==> src/inc/usdp_defines.svh <==
// address map, field positions and reset values of the shadow data port
`ifndef USDP_DEFINES_SVH
`define USDP_DEFINES_SVH

// sixteen aliased shadow words, the 13th of them at 0x50001160
`define USDP_SHADOW_BASE      32'h5000_1130
`define USDP_SHADOW_LAST      32'h5000_116C
`define USDP_SHADOW_12        32'h5000_1160
`define USDP_SHADOW_13        32'h5000_1164
`define USDP_SHADOW_RESET     32'h0000_0000

// side registers
`define USDP_CTRL_ADDR        32'h5000_1180
`define USDP_LSTAT_ADDR       32'h5000_1184
`define USDP_IRQ_STAT_ADDR    32'h5000_1188
`define USDP_IRQ_MASK_ADDR    32'h5000_118C

// fifo_control fields
`define USDP_CTRL_FIFO_EN     0
`define USDP_CTRL_IR_MODE     1
`define USDP_CTRL_RESET       2'h0

// line_status fields
`define USDP_LS_RX_READY      0
`define USDP_LS_OVERRUN       1
`define USDP_LS_TX_EMPTY      5
`define USDP_LS_RX_CNT_LSB    8
`define USDP_LS_TX_CNT_LSB    16

// interrupt status / mask fields
`define USDP_IRQ_RX_CHAR      0
`define USDP_IRQ_OVERRUN      1
`define USDP_IRQ_TX_DROP      2
`define USDP_IRQ_TX_EMPTY     3
`define USDP_IRQ_W            4
`define USDP_IRQ_RESET        4'h0

// default fifo depth in characters
`define USDP_FIFO_DEPTH       16

`endif

==> src/inc/usdp_pkg.sv <==
// types shared by the shadow data port
package usdp_pkg;

    typedef logic [7:0] usdp_byte_type;

    // register targets of an address phase
    typedef enum logic [2:0]
    {
        USDP_T_NONE,
        USDP_T_SHADOW,
        USDP_T_CTRL,
        USDP_T_LSTAT,
        USDP_T_IRQ_STAT,
        USDP_T_IRQ_MASK
    } usdp_target_type;

endpackage

==> src/rtl/usdp_top.sv <==
// shadow receive/transmit data port with ahb-lite registers and fifos
`timescale 1ns/1ns
`default_nettype none
`include "usdp_defines.svh"

module usdp_top
#(
    parameter int DEPTH = `USDP_FIFO_DEPTH
)
(
    // clock and reset
    input  wire logic        hclk,
    input  wire logic        hresetn,
    // ahb-lite slave
    input  wire logic        hsel,
    input  wire logic [31:0] haddr,
    input  wire logic [1:0]  htrans,
    input  wire logic        hwrite,
    input  wire logic [2:0]  hsize,
    input  wire logic [31:0] hwdata,
    input  wire logic        hready,
    output logic      [31:0] hrdata,
    output logic             hreadyout,
    output logic             hresp,
    // received characters from the serial and infrared framers
    input  wire logic        uart_rx_valid,
    input  wire logic [7:0]  uart_rx_byte,
    input  wire logic        ir_rx_valid,
    input  wire logic [7:0]  ir_rx_byte,
    // characters to the serial and infrared framers
    output logic             uart_tx_valid,
    output logic             ir_tx_valid,
    output logic      [7:0]  tx_byte,
    input  wire logic        tx_take,
    // interrupt
    output logic             irq
);

    localparam int PW = (DEPTH > 1) ? $clog2(DEPTH) : 1;
    localparam int CW = $clog2(DEPTH + 1);
    localparam logic [CW-1:0] FULL_CNT = CW'(DEPTH);

    // address decode for one address phase
    function automatic usdp_pkg::usdp_target_type decode
    (
        input logic [31:0] a
    );
        usdp_pkg::usdp_target_type t;
        t = usdp_pkg::USDP_T_NONE;
        if (a[1:0] != 2'h0)
            t = usdp_pkg::USDP_T_NONE;
        else if (a >= `USDP_SHADOW_BASE && a <= `USDP_SHADOW_LAST)
            t = usdp_pkg::USDP_T_SHADOW;
        else if (a == `USDP_CTRL_ADDR)
            t = usdp_pkg::USDP_T_CTRL;
        else if (a == `USDP_LSTAT_ADDR)
            t = usdp_pkg::USDP_T_LSTAT;
        else if (a == `USDP_IRQ_STAT_ADDR)
            t = usdp_pkg::USDP_T_IRQ_STAT;
        else if (a == `USDP_IRQ_MASK_ADDR)
            t = usdp_pkg::USDP_T_IRQ_MASK;
        return t;
    endfunction

    // storage
    usdp_pkg::usdp_byte_type rx_mem [DEPTH];
    usdp_pkg::usdp_byte_type tx_mem [DEPTH];
    logic [PW-1:0]           rx_rp_r;
    logic [PW-1:0]           rx_wp_r;
    logic [CW-1:0]           rx_cnt_r;
    logic [PW-1:0]           tx_rp_r;
    logic [PW-1:0]           tx_wp_r;
    logic [CW-1:0]           tx_cnt_r;
    logic [1:0]              ctrl_r;
    logic                    ovr_r;
    logic [`USDP_IRQ_W-1:0]  ist_r;
    logic [`USDP_IRQ_W-1:0]  imask_r;
    logic                    wr_pend_r;
    usdp_pkg::usdp_target_type wr_tgt_r;
    logic [31:0]             hrdata_r;

    // bus address phase
    wire logic               acc_ok;
    wire usdp_pkg::usdp_target_type tgt;
    wire logic               rd_acc;
    wire logic               wr_data;
    assign acc_ok   = hsel && hready && htrans[1];
    assign tgt      = decode(haddr);
    assign rd_acc   = acc_ok && !hwrite;
    assign wr_data  = wr_pend_r;

    // zero wait state slave, always okay
    assign hreadyout = 1'b1;
    assign hresp     = 1'b0;
    assign hrdata    = hrdata_r;

    // mode selects
    wire logic fifo_en;
    wire logic ir_mode;
    assign fifo_en = ctrl_r[`USDP_CTRL_FIFO_EN];
    assign ir_mode = ctrl_r[`USDP_CTRL_IR_MODE];

    // control write flushes both paths so a mode change starts clean
    wire logic ctrl_wr;
    assign ctrl_wr = wr_data && wr_tgt_r == usdp_pkg::USDP_T_CTRL;

    // receive path: the selected source feeds the buffer
    wire logic          rx_in_valid;
    wire logic [7:0]    rx_in_byte;
    wire logic          rx_hold_full;
    wire logic          rx_pop;
    wire logic          rx_ovr;
    wire logic          rx_ovw;
    wire logic          rx_push;
    wire logic [7:0]    rx_head;
    assign rx_in_valid  = ir_mode ? ir_rx_valid : uart_rx_valid;
    assign rx_in_byte   = ir_mode ? ir_rx_byte : uart_rx_byte;
    // single holding byte without fifo, full depth with it
    assign rx_hold_full = fifo_en ? (rx_cnt_r == FULL_CNT)
                                  : (rx_cnt_r != '0);
    // every shadow alias reads the one head entry
    assign rx_pop  = rd_acc && tgt == usdp_pkg::USDP_T_SHADOW
                     && rx_cnt_r != '0;
    assign rx_ovr  = rx_in_valid && rx_hold_full && !rx_pop;
    assign rx_ovw  = rx_ovr && !fifo_en;
    assign rx_push = rx_in_valid && (!rx_hold_full || rx_pop);
    assign rx_head = rx_mem[rx_rp_r];

    // transmit path
    wire logic          tx_wr;
    wire logic          tx_hold_full;
    wire logic          tx_pop;
    wire logic          tx_drop;
    wire logic          tx_ovw;
    wire logic          tx_push;
    wire logic          tx_empty_evt;
    wire logic          tx_holding_empty;
    // any shadow alias written feeds the transmitter
    assign tx_wr        = wr_data && wr_tgt_r == usdp_pkg::USDP_T_SHADOW;
    assign tx_hold_full = fifo_en ? (tx_cnt_r == FULL_CNT)
                                  : (tx_cnt_r != '0);
    assign tx_pop       = tx_take && tx_cnt_r != '0;
    assign tx_drop = tx_wr && fifo_en && tx_hold_full && !tx_pop;
    assign tx_ovw  = tx_wr && !fifo_en && tx_hold_full && !tx_pop;
    assign tx_push      = tx_wr && (!tx_hold_full || tx_pop);
    assign tx_empty_evt = tx_pop && tx_cnt_r == CW'(1) && !tx_push;
    // holding empty flag follows the occupancy, so one write clears it
    assign tx_holding_empty         = tx_cnt_r == '0;

    // serializer side; only one framer sees a character
    assign uart_tx_valid = !tx_holding_empty && !ir_mode;
    assign ir_tx_valid   = !tx_holding_empty && ir_mode;
    assign tx_byte       = tx_mem[tx_rp_r];

    // read mux; the byte sits in the low lane, the rest reads zero
    logic [31:0] rd_val;
    always_comb
    begin
        rd_val = 32'h0000_0000;
        unique case (tgt)
            usdp_pkg::USDP_T_SHADOW:
                rd_val = {24'h00_0000, rx_head};
            usdp_pkg::USDP_T_CTRL:
                rd_val = {30'h0000_0000, ctrl_r};
            usdp_pkg::USDP_T_LSTAT:
            begin
                rd_val[`USDP_LS_RX_READY] = rx_cnt_r != '0;
                rd_val[`USDP_LS_OVERRUN]  = ovr_r;
                rd_val[`USDP_LS_TX_EMPTY] = tx_holding_empty;
                rd_val[`USDP_LS_RX_CNT_LSB +: 8] = 8'(rx_cnt_r);
                rd_val[`USDP_LS_TX_CNT_LSB +: 8] = 8'(tx_cnt_r);
            end
            usdp_pkg::USDP_T_IRQ_STAT:
                rd_val = {28'h000_0000, ist_r};
            usdp_pkg::USDP_T_IRQ_MASK:
                rd_val = {28'h000_0000, imask_r};
            usdp_pkg::USDP_T_NONE:
                rd_val = 32'h0000_0000;
        endcase
    end

    // bus pipeline: read data captured at the address phase
    always_ff @(posedge hclk or negedge hresetn)
    begin
        if (!hresetn)
        begin
            wr_pend_r <= 1'b0;
            wr_tgt_r  <= usdp_pkg::USDP_T_NONE;
            hrdata_r  <= `USDP_SHADOW_RESET;
        end
        else
        begin
            wr_pend_r <= acc_ok && hwrite;
            wr_tgt_r  <= tgt;
            if (rd_acc)
                hrdata_r <= rd_val;
        end
    end

    // control register; only the low bits are kept
    always_ff @(posedge hclk or negedge hresetn)
    begin
        if (!hresetn)
            ctrl_r <= `USDP_CTRL_RESET;
        else if (ctrl_wr)
            ctrl_r <= hwdata[1:0];
    end

    // receive occupancy and pointers
    always_ff @(posedge hclk or negedge hresetn)
    begin
        if (!hresetn)
        begin
            rx_rp_r  <= '0;
            rx_wp_r  <= '0;
            rx_cnt_r <= '0;
        end
        else if (ctrl_wr)
        begin
            rx_rp_r  <= '0;
            rx_wp_r  <= '0;
            rx_cnt_r <= '0;
        end
        else
        begin
            if (rx_push)
                rx_wp_r <= PW'(rx_wp_r + PW'(1));
            if (rx_pop)
                rx_rp_r <= PW'(rx_rp_r + PW'(1));
            rx_cnt_r <= CW'(rx_cnt_r + CW'(rx_push) - CW'(rx_pop));
        end
    end

    // receive storage; a full fifo keeps its contents
    always_ff @(posedge hclk)
    begin
        if (rx_push)
            rx_mem[rx_wp_r] <= rx_in_byte;
        else if (rx_ovw)
            rx_mem[rx_rp_r] <= rx_in_byte;
    end

    // transmit occupancy and pointers
    always_ff @(posedge hclk or negedge hresetn)
    begin
        if (!hresetn)
        begin
            tx_rp_r  <= '0;
            tx_wp_r  <= '0;
            tx_cnt_r <= '0;
        end
        else if (ctrl_wr)
        begin
            tx_rp_r  <= '0;
            tx_wp_r  <= '0;
            tx_cnt_r <= '0;
        end
        else
        begin
            if (tx_push)
                tx_wp_r <= PW'(tx_wp_r + PW'(1));
            if (tx_pop)
                tx_rp_r <= PW'(tx_rp_r + PW'(1));
            tx_cnt_r <= CW'(tx_cnt_r + CW'(tx_push) - CW'(tx_pop));
        end
    end

    // transmit storage; upper write bits are never stored
    always_ff @(posedge hclk)
    begin
        if (tx_push)
            tx_mem[tx_wp_r] <= hwdata[7:0];
        else if (tx_ovw)
            tx_mem[tx_rp_r] <= hwdata[7:0];
    end

    // interrupt events; a set in the clearing cycle wins
    wire logic [`USDP_IRQ_W-1:0] evt;
    wire logic [`USDP_IRQ_W-1:0] ist_clr;
    wire logic [`USDP_IRQ_W-1:0] ist_nxt;
    assign evt[`USDP_IRQ_RX_CHAR]  = rx_push;
    assign evt[`USDP_IRQ_OVERRUN]  = rx_ovr;
    assign evt[`USDP_IRQ_TX_DROP]  = tx_drop;
    assign evt[`USDP_IRQ_TX_EMPTY] = tx_empty_evt;
    assign ist_clr = (wr_data && wr_tgt_r == usdp_pkg::USDP_T_IRQ_STAT)
                     ? hwdata[`USDP_IRQ_W-1:0] : '0;
    assign ist_nxt = (ist_r & ~ist_clr) | evt;
    assign irq     = |(ist_r & imask_r);

    // sticky status, mask, and line overrun flag cleared by status read
    always_ff @(posedge hclk or negedge hresetn)
    begin
        if (!hresetn)
        begin
            ist_r   <= `USDP_IRQ_RESET;
            imask_r <= `USDP_IRQ_RESET;
            ovr_r   <= 1'b0;
        end
        else
        begin
            ist_r <= ist_nxt;
            if (wr_data && wr_tgt_r == usdp_pkg::USDP_T_IRQ_MASK)
                imask_r <= hwdata[`USDP_IRQ_W-1:0];
            if (rx_ovr)
                ovr_r <= 1'b1;
            else if (rd_acc && tgt == usdp_pkg::USDP_T_LSTAT)
                ovr_r <= 1'b0;
        end
    end

    // checks on the data path
    a_alias_read_head: assert property (
        @(posedge hclk) disable iff (!hresetn)
        rx_pop |=> hrdata[7:0] == $past(rx_head))
        else $error("shadow read did not return the head byte");

    a_ir_source_sel: assert property (
        @(posedge hclk) disable iff (!hresetn)
        ir_mode && uart_rx_valid && !ir_rx_valid && rx_cnt_r == '0
        && !ctrl_wr |=> rx_cnt_r == '0)
        else $error("serial input accepted in infrared mode");

    a_rx_overwrite: assert property (
        @(posedge hclk) disable iff (!hresetn)
        !fifo_en && rx_in_valid && rx_cnt_r != '0 && !rx_pop && !ctrl_wr
        |=> rx_cnt_r == CW'(1) && rx_head == $past(rx_in_byte)
            && ist_r[`USDP_IRQ_OVERRUN])
        else $error("unread byte not overwritten with overrun");

    a_rx_pop_count: assert property (
        @(posedge hclk) disable iff (!hresetn)
        rx_pop && !rx_push && !ctrl_wr
        |=> rx_cnt_r == CW'($past(rx_cnt_r) - CW'(1)))
        else $error("shadow read did not pop the receive fifo");

    a_rx_full_keep: assert property (
        @(posedge hclk) disable iff (!hresetn)
        fifo_en && rx_cnt_r == FULL_CNT && rx_in_valid && !rx_pop
        && !ctrl_wr
        |=> rx_cnt_r == FULL_CNT && $stable(rx_wp_r) && ovr_r)
        else $error("full receive fifo changed on arrival");

    a_tx_mode_out: assert property (
        @(posedge hclk) disable iff (!hresetn)
        tx_wr && tx_holding_empty && !ctrl_wr
        |=> (ir_mode ? ir_tx_valid : uart_tx_valid)
            && !(uart_tx_valid && ir_tx_valid))
        else $error("written byte not offered to the active framer");

    a_tx_holding_empty_clear: assert property (
        @(posedge hclk) disable iff (!hresetn)
        !fifo_en && tx_holding_empty && tx_wr && !ctrl_wr
        |=> !tx_holding_empty && tx_byte == $past(hwdata[7:0]))
        else $error("single write did not clear holding empty");

    a_tx_replace: assert property (
        @(posedge hclk) disable iff (!hresetn)
        !fifo_en && !tx_holding_empty && tx_wr && !tx_take && !ctrl_wr
        |=> tx_cnt_r == CW'(1) && tx_byte == $past(hwdata[7:0]))
        else $error("pending transmit byte not replaced");

    a_tx_fill_depth: assert property (
        @(posedge hclk) disable iff (!hresetn)
        fifo_en && tx_wr && tx_cnt_r < FULL_CNT && !tx_take && !ctrl_wr
        |=> tx_cnt_r == CW'($past(tx_cnt_r) + CW'(1)))
        else $error("transmit fifo refused a write below depth");

    a_tx_full_drop: assert property (
        @(posedge hclk) disable iff (!hresetn)
        tx_drop && !ctrl_wr
        |=> tx_cnt_r == FULL_CNT && $stable(tx_wp_r)
            && ist_r[`USDP_IRQ_TX_DROP])
        else $error("write to full transmit fifo not discarded");

    a_upper_zero: assert property (
        @(posedge hclk) disable iff (!hresetn)
        rd_acc && tgt == usdp_pkg::USDP_T_SHADOW |=> hrdata[31:8] == '0)
        else $error("shadow read upper bits not zero");

endmodule
`default_nettype wire

==> config.mk <==
export PLATFORM = sky130hd
export DESIGN_NAME = usdp_top
export DESIGN_NICKNAME = d
export VERILOG_FILES = /design/src/inc/usdp_pkg.sv /design/src/rtl/usdp_top.sv
export VERILOG_INCLUDE_DIRS = /design/src /design/src/inc
export SDC_FILE = /design/constraint.sdc
export NUM_CORES = 1
export LEC_CHECK = 0
export BUFFER_PORTS_ARGS = -buffer_cell sky130_fd_sc_hd__clkbuf_2
export CAP_MARGIN = 25
export CORE_ASPECT_RATIO = 1.75
export CORE_MARGIN = 10
export CORE_UTILIZATION = 45
export CTS_BUF_LIST = sky130_fd_sc_hd__clkbuf_4
export DETAILED_ROUTE_END_ITERATION = 8
export PLACE_DENSITY_LB_ADDON = 0.12
export SYNTH_ARGS = -nofsm -noshare
export SYNTH_HDL_FRONTEND = slang
export SYNTH_SLANG_ARGS = --single-unit
==> constraint.sdc <==
create_clock -name hclk -period 3.85 [get_ports hclk]
set_input_delay 0.5775 -clock hclk [delete_from_list [all_inputs] [get_ports hclk]]
set_output_delay 0.5775 -clock hclk [all_outputs]
set_load 0.1 [all_outputs]
After elaboration in Yosys (flattened, before gate mapping)
Memory sizes are Yosys's and may differ from the RTL's.
Cells that the tools add are included.
W data, S select, Z words.
- bits in writable memories: 256
- flip-flop bits (word level): 65
- output and inout port bits: 45
- word-level logic and storage cells: 143
- memories: 2
- input bits: 93
- memory list (memory ; depth ; bits a word ; read ports ; clocked after Yosys merged registers in ; wr ports ; line ; source):
    rx_mem ; 16 ; 8 ; 1 ; 0 ; 1 ; usdp_top.sv:66 ; usdp_pkg::usdp_byte_type rx_mem [DEPTH];
    tx_mem ; 16 ; 8 ; 1 ; 0 ; 1 ; usdp_top.sv:67 ; usdp_pkg::usdp_byte_type tx_mem [DEPTH];
- multiplexer cells: 44
- equality and inequality tests: 16
- $add $sub $neg: 8
- $lt $le $gt $ge: 2
- bitwise gates (word level): 4
- reduce and logical (&&, ||, !) cells: 54
- operators with widths (kind ; number):
    $eq A32 B31 Y1 const B ; 4
    $mux W4 ; 11
    $ge A32 B31 Y1 const B ; 1
    $le A32 B31 Y1 const B ; 1
    $pmux W16 S2 ; 1
    $logic_and A1 B1 Y1 ; 28
    $mux W8 ; 3
    $mux W3 ; 6
    $mux W1 ; 17
    $add A4 B1 Y4 const B ; 4
    $reduce_or A8 Y1 ; 2
    $eq A3 B3 Y1 const B ; 4
    $pmux W2 S6 ; 1
    $reduce_bool A2 Y1 ; 6
    $add A5 B1 Y5 ; 2
    $eq A5 B5 Y1 const B ; 2
    $mux W5 ; 2
    $reduce_bool A5 Y1 ; 2
    $sub A5 B1 Y5 ; 2
    $eq A3 B2 Y1 const B ; 3
    $logic_not A1 Y1 ; 9
    $pmux W3 S3 ; 1
    $and A4 B4 Y4 ; 2
    $reduce_or A4 Y1 ; 2
    other kinds (10) ; 12

Depth between registers and ports, before layout
- depth in word-level cells: 18
- mapped depth: 18
- depth with buffers taken out: 16

Worst setup path before layout
No wires, ideal clock.
- kind: input-to-reg
- from: input haddr[31]
- to: register rx_cnt_r[4]
- required time: 3714 ps
- stages: 15
- setup time: 136 ps
- arrival time: 2825 ps
- setup slack: 889 ps
- cell sequence: nor4_1 -> nand3_1 -> nor4_4 -> a21o_2 -> buf_2 -> nand3_1 -> o21ai_0 -> ha_1 -> inv_1 -> fa_1 -> inv_1 -> a21oi_1 -> nor2_1 -> or3_1 -> a21oi_1
- cells in the longest elaborated chain, start to end: 15
- elaborated cells on any way between the ends: 21
- those cells by class: 2 x add/sub; 2 x order compare; 5 x eq/ne; 7 x mux; 5 x reduce/logical
- RTL lines (element ; line ; source):
    from (decl) ; usdp_top.sv:16 ; input wire logic [31:0] haddr,
    branches (longest 5 deep; another with $ge A32 B31 Y1) ; n/a ;
    $mux W3 * ; usdp_top.sv:52 ; else if (a >= `USDP_SHADOW_BASE && a <= `USDP_SHADOW_LAST)
    $mux W3 * ; usdp_top.sv:50 ; if (a[1:0] != 2'h0)
    $eq A3 B1 Y1 * ; usdp_top.sv:122 ; assign rx_pop = rd_acc && tgt == usdp_pkg::USDP_T_SHADOW
    $logic_and A1 B1 Y1 * ; usdp_top.sv:122 ;
    $logic_and A1 B1 Y1 * ; usdp_top.sv:123 ; && rx_cnt_r != '0;
    $logic_or A1 B1 Y1 ; usdp_top.sv:126 ; assign rx_push = rx_in_valid && (!rx_hold_full || rx_pop);
    $logic_and A1 B1 Y1 ; usdp_top.sv:126 ;
    $add A5 B1 Y5 ; usdp_top.sv:230 ; rx_cnt_r <= CW'(rx_cnt_r + CW'(rx_push) - CW'(rx_pop));
    $sub A5 B1 Y5 * ; usdp_top.sv:230 ;
    $mux W5 * ; usdp_top.sv:218 ; else if (ctrl_wr)
    to (signal assigned) ; usdp_top.sv:230 ;
    to (decl) ; usdp_top.sv:70 ; logic [CW-1:0] rx_cnt_r;
Every way passes the cells marked *.
A chain may end at the register's enable or synchronous reset.

Worst setup path after layout
- from: register tx_rp_r[0]
- to: output tx_byte[0]
- cells in the longest elaborated chain, start to end: 1
- RTL lines (element ; line ; source):
    from (decl) ; usdp_top.sv:71 ; logic [PW-1:0] tx_rp_r;
    from (signal assigned) ; usdp_top.sv:263 ; tx_rp_r <= PW'(tx_rp_r + PW'(1));
    $mem_v2 Z16 W8 ; n/a ;
    to (decl) ; usdp_top.sv:33 ; output logic [7:0] tx_byte,
Every way passes these cells.

==> run_results.csv <==
group,metric,value,unit
run_status,status,"completed",
layout,syn_to_final_growth,15.2,%
place,port_buffers,93,
pwr,seq_power_share,0.447,
layout,finish.utilization,0.523,
timing,period_needed,3.66,ns
pwr,p_int,0.00621,W
detailed_routing,drt-initial-drc-count,314,
detailed_routing,dr_total_vias,7841,
critical_path,r2r_start,"wr_data",
critical_path,worstSetupPathType,"reg -> out",
floorplan,dieArea,37700,µm²
grt,grt_pass1_vias,8518,
logic_synthesis,syn_avg_cell_area,16.4,µm²
clocking,cts_setup_buffers,0,
logic_synthesis,netlist_area,13500,µm²
detailed_routing,wl,32.5,mm
place,placed_cells,1317,
floorplan,die_w,151,µm
timing,maxSlewViolCount,0,
timing,slew_headroom,0.344,
clocking,htreeDepth,3,
logic_synthesis,seq_area_frac_synth,0.676,
timing,skew,0.0370,ns
layout,drive_above_1_share,0.336,
timing,hold_viol,0,
place,dp_hpwl,23.5,mm
pwr,powerDensity,599,nW/µm²
detailed_routing,via_per_inst,5.41,
logic_synthesis,ys_async_sr_fraction,0.187,
grt,grt_pass1_wl,49.4,mm
job,maxCapViolCount,0,
grt,gr-usage-all-layers,0.176,
critical_path,cp-end-kind,"output pin",
pwr,comb_power_share,0.275,
floorplan,initial_core_util,0.454,
layout,fin_cells,1449,
critical_path,cp-start-kind,"flop",
detailed_routing,dr.pass1.iters,8,
clocking,cts_buffers,71,
grt,grt_max_degree,40,
timing,finalSetupViolCount,0,
clocking,cts_tree,"built",
clocking,clkSlewWorstSetupHoldPaths,0.08,ns
critical_path,required,3.27,ns
floorplan,core,29800,µm²
logic_synthesis,ys_types,64,
floorplan,pin_count,138,
min_path,holdCritStartpoint,"hwrite",
clocking,clockRootBuffer,"clkbuf_4",
pwr,p_leak,5.69,nW
clocking,cts.sinks,315,
pwr,switchingPower,0.00314,W
logic_synthesis,synth.yosys.warnings,0,
layout,nets,1115,
pwr,clkPwrFrac,0.278,
detailed_routing,postRouteAntennaNets,0,
clocking,clock_latency,0.73,ns
pwr,swShare,0.336,
grt,antenna_found_initial,2,
critical_path,r2r_end,"tx_mem[14][7]",
floorplan,rows,84,
pwr,vdd_ir_drop_max,0.767,mV
logic_synthesis,ys_ff_latch,315,
grt,overflow,0,
min_path,hp-class,"in -> reg",
timing,final.period_utilization,0.950,
logic_synthesis,postSynthCellCount,827,
clocking,clockBufferDepth,3,
logic_synthesis,synth_edf_count,256,
logic_synthesis,synth_ff_type,"edfxtp_1",
place,place.gp.congestion,0.796,
timing,worst_pin_slew,0.980,ns
timing,rsz0062_at_grt,"false",
floorplan,dieHeight,250,µm
critical_path,path_max_fanout,19,
critical_path,reg2reg_depth,6,
timing,finalSetupTns,0,ns
min_path,hold_depth,3,
critical_path,worstPathArrival,3.08,ns
min_path,hold_end,"wr_data",
critical_path,ff2ff_setup_slack,0.63,ns
timing,fmax,273,MHz
detailed_routing,drcViolationCount,0,
detailed_routing,wl_per_cell,22.4,µm
-- stage by stage --
| step | instance area (µm²) | hold slack (ns) | total power (W) | setup WS, ns |
|---|---|---|---|---|
| after detailed placement | 14700 | 0.465 | 0.00687 | 0.408 |
| after global placement | 14700 | 0.457 | 0.00684 | 0.419 |
| final | 15600 | 0.0939 | 0.00935 | 0.192 |
| after floorplan | 13600 | 0.282 | 0.00624 | 0.889 |
| after global routing | 15600 | 0.0422 | 0.00986 | 0.0676 |
| after CTS | 15600 | 0.00160 | 0.00950 | 0.0551 |
-- flip-flops by register name, indices dropped and copies added, names as in the netlist, 3 cells and up --
| signal | flops |
|---|---|
| rx_mem | 128 |
| tx_wp_r | 4 |
| rx_rp_r | 4 |
| imask_r | 4 |
| rx_wp_r | 4 |
| rx_cnt_r | 5 |
| tx_mem | 128 |
| tx_rp_r | 4 |
| ist_r | 4 |
| wr_tgt_r | 3 |
| tx_cnt_r | 5 |
| hrdata | 18 |
-- logic make-up (layout without fill, tap and decap cells) --
family,count (synthesis),count (layout),synth area share
xor+xnor,13,13,0.00840
mux,111,111,0.143
flops,315,315,0.676
buf+inv,74,294,0.0279
other cells,2,17,0.000554
compound gates,102,102,0.0521
fa+ha+maj,16,16,0.0159
simple gates,194,194,0.0759
-- cell usage after synthesis (4+ instances only) --
master,n,area (µm²)
nor4_1,4,25.0
buf_2,14,70.1
or3_1,4,25.0
a22oi_1,8,60.1
ha_1,14,175
buf_4,20,150
mux4_2,63,1420
o22ai_1,5,31.3
and2_1,7,43.8
a21oi_1,23,115
xor2_1,6,52.6
o221ai_1,8,70.1
nor2b_1,12,75.1
dfrtp_1,59,1480
nand2b_1,5,31.3
o21ai_0,15,75.1
nor3_1,6,30.0
a221oi_1,4,35.0
a22o_1,10,87.6
xnor2_1,7,61.3
a31oi_1,6,37.5
nand4_1,4,25.0
mux2i_1,31,310
nand3_1,11,55.1
clkbuf_1,18,67.6
and3_1,5,31.3
edfxtp_1,256,7690
or4_1,4,30.0
inv_1,18,67.6
nand2_1,48,180
mux2_2,16,180
nor2_1,64,240
a32oi_1,6,52.6
-- cells in the final DEF, fill, tap and decap left out, types with 4 or more instances in the layout --
cell type	netlist	final
and2_1	7	7
nor2_1	64	64
or3_1	4	4
o22ai_1	5	5
a22oi_1	8	8
conb_1	2	16
a32oi_1	6	6
a21oi_1	23	23
and3_1	5	5
mux4_2	63	63
buf_4	20	50
nand2_1	48	48
nor4_1	4	4
nand4_1	4	4
a22o_1	10	10
xor2_1	6	6
inv_2	0	4
clkinv_2	0	4
mux2_2	16	16
or4_1	4	4
o21ai_0	15	15
clkbuf_4	0	107
nor3_1	6	6
o221ai_1	8	8
dfrtp_1	59	57
nand3_1	11	11
a221oi_1	4	4
xnor2_1	7	7
nor2b_1	12	12
nand2b_1	5	5
mux2i_1	31	31
a31oi_1	6	6
clkinv_1	1	13
ha_1	14	14
clkbuf_2	0	93
edfxtp_1	256	256
inv_1	18	18
-- per-layer routing --
layer | part of all wire | up-vias | track usage
met5 | 0.00037 | - | 0
met4 | 0.021 | 2 | 0.0704
met3 | 0.038 | 46 | 0.0337
met2 | 0.62 | 197 | 0.354
met1 | 0.32 | 3968 | 0.161
li1 | - | 3628 | -
-- critical path: stages, from the launching register on --
cell      delay [ns]
dfrtp_4         0.67
buf_12          0.24
mux4_2          0.55
mux4_2          0.49
clkbuf_2        0.39
-- how the worst max path moves through the flow --
stage	cells after the start	slack [ns]	to	from
2_1_floorplan	15	0.89	rx_cnt_r[4]	haddr[31]
3_3_place_gp	14	0.42	rx_cnt_r[4]	haddr[3]
3_5_place_dp	14	0.41	rx_cnt_r[4]	haddr[3]
4_1_cts	4	0.06	tx_byte[0]	tx_rp_r[0]
5_1_grt	4	0.07	tx_byte[0]	tx_rp_r[0]
6_report	4	0.19	tx_byte[0]	tx_rp_r[0]
-- what timing repair did --
item	CTS	global route
endpoints found under the hold margin	28	0
hold buffers	1	0
gates resized for setup	1	0
endpoints found under the setup margin	7	0
-- power by group through the flow --
stage | sequential (W) | clock, W | combinational (W)
finish | 0.00418 | 0.00260 | 0.00257
detailed placement | 0.00426 | 0 | 0.00261
global route | 0.00421 | 0.00286 | 0.00278
CTS | 0.00419 | 0.00270 | 0.00261
floorplan | 0.00414 | 0 | 0.00210
global placement | 0.00426 | 0 | 0.00258
-- final cells by class --
| cell class | instances | area (µm²) |
|---|---|---|
| Clock buffer | 107 | 803 |
| Multi-Input combinational cell | 452 | 4060 |
| Clock inverter | 21 | 110 |
| Fill cell | 2605 | 14200 |
| Tap cell | 387 | 484 |
| Timing Repair Buffer | 147 | 911 |
| Antenna cell | 1 | 2.50 |
| Sequential cell | 315 | 9170 |
| Inverter | 19 | 71.3 |
(Power assumes the default switching activity.)
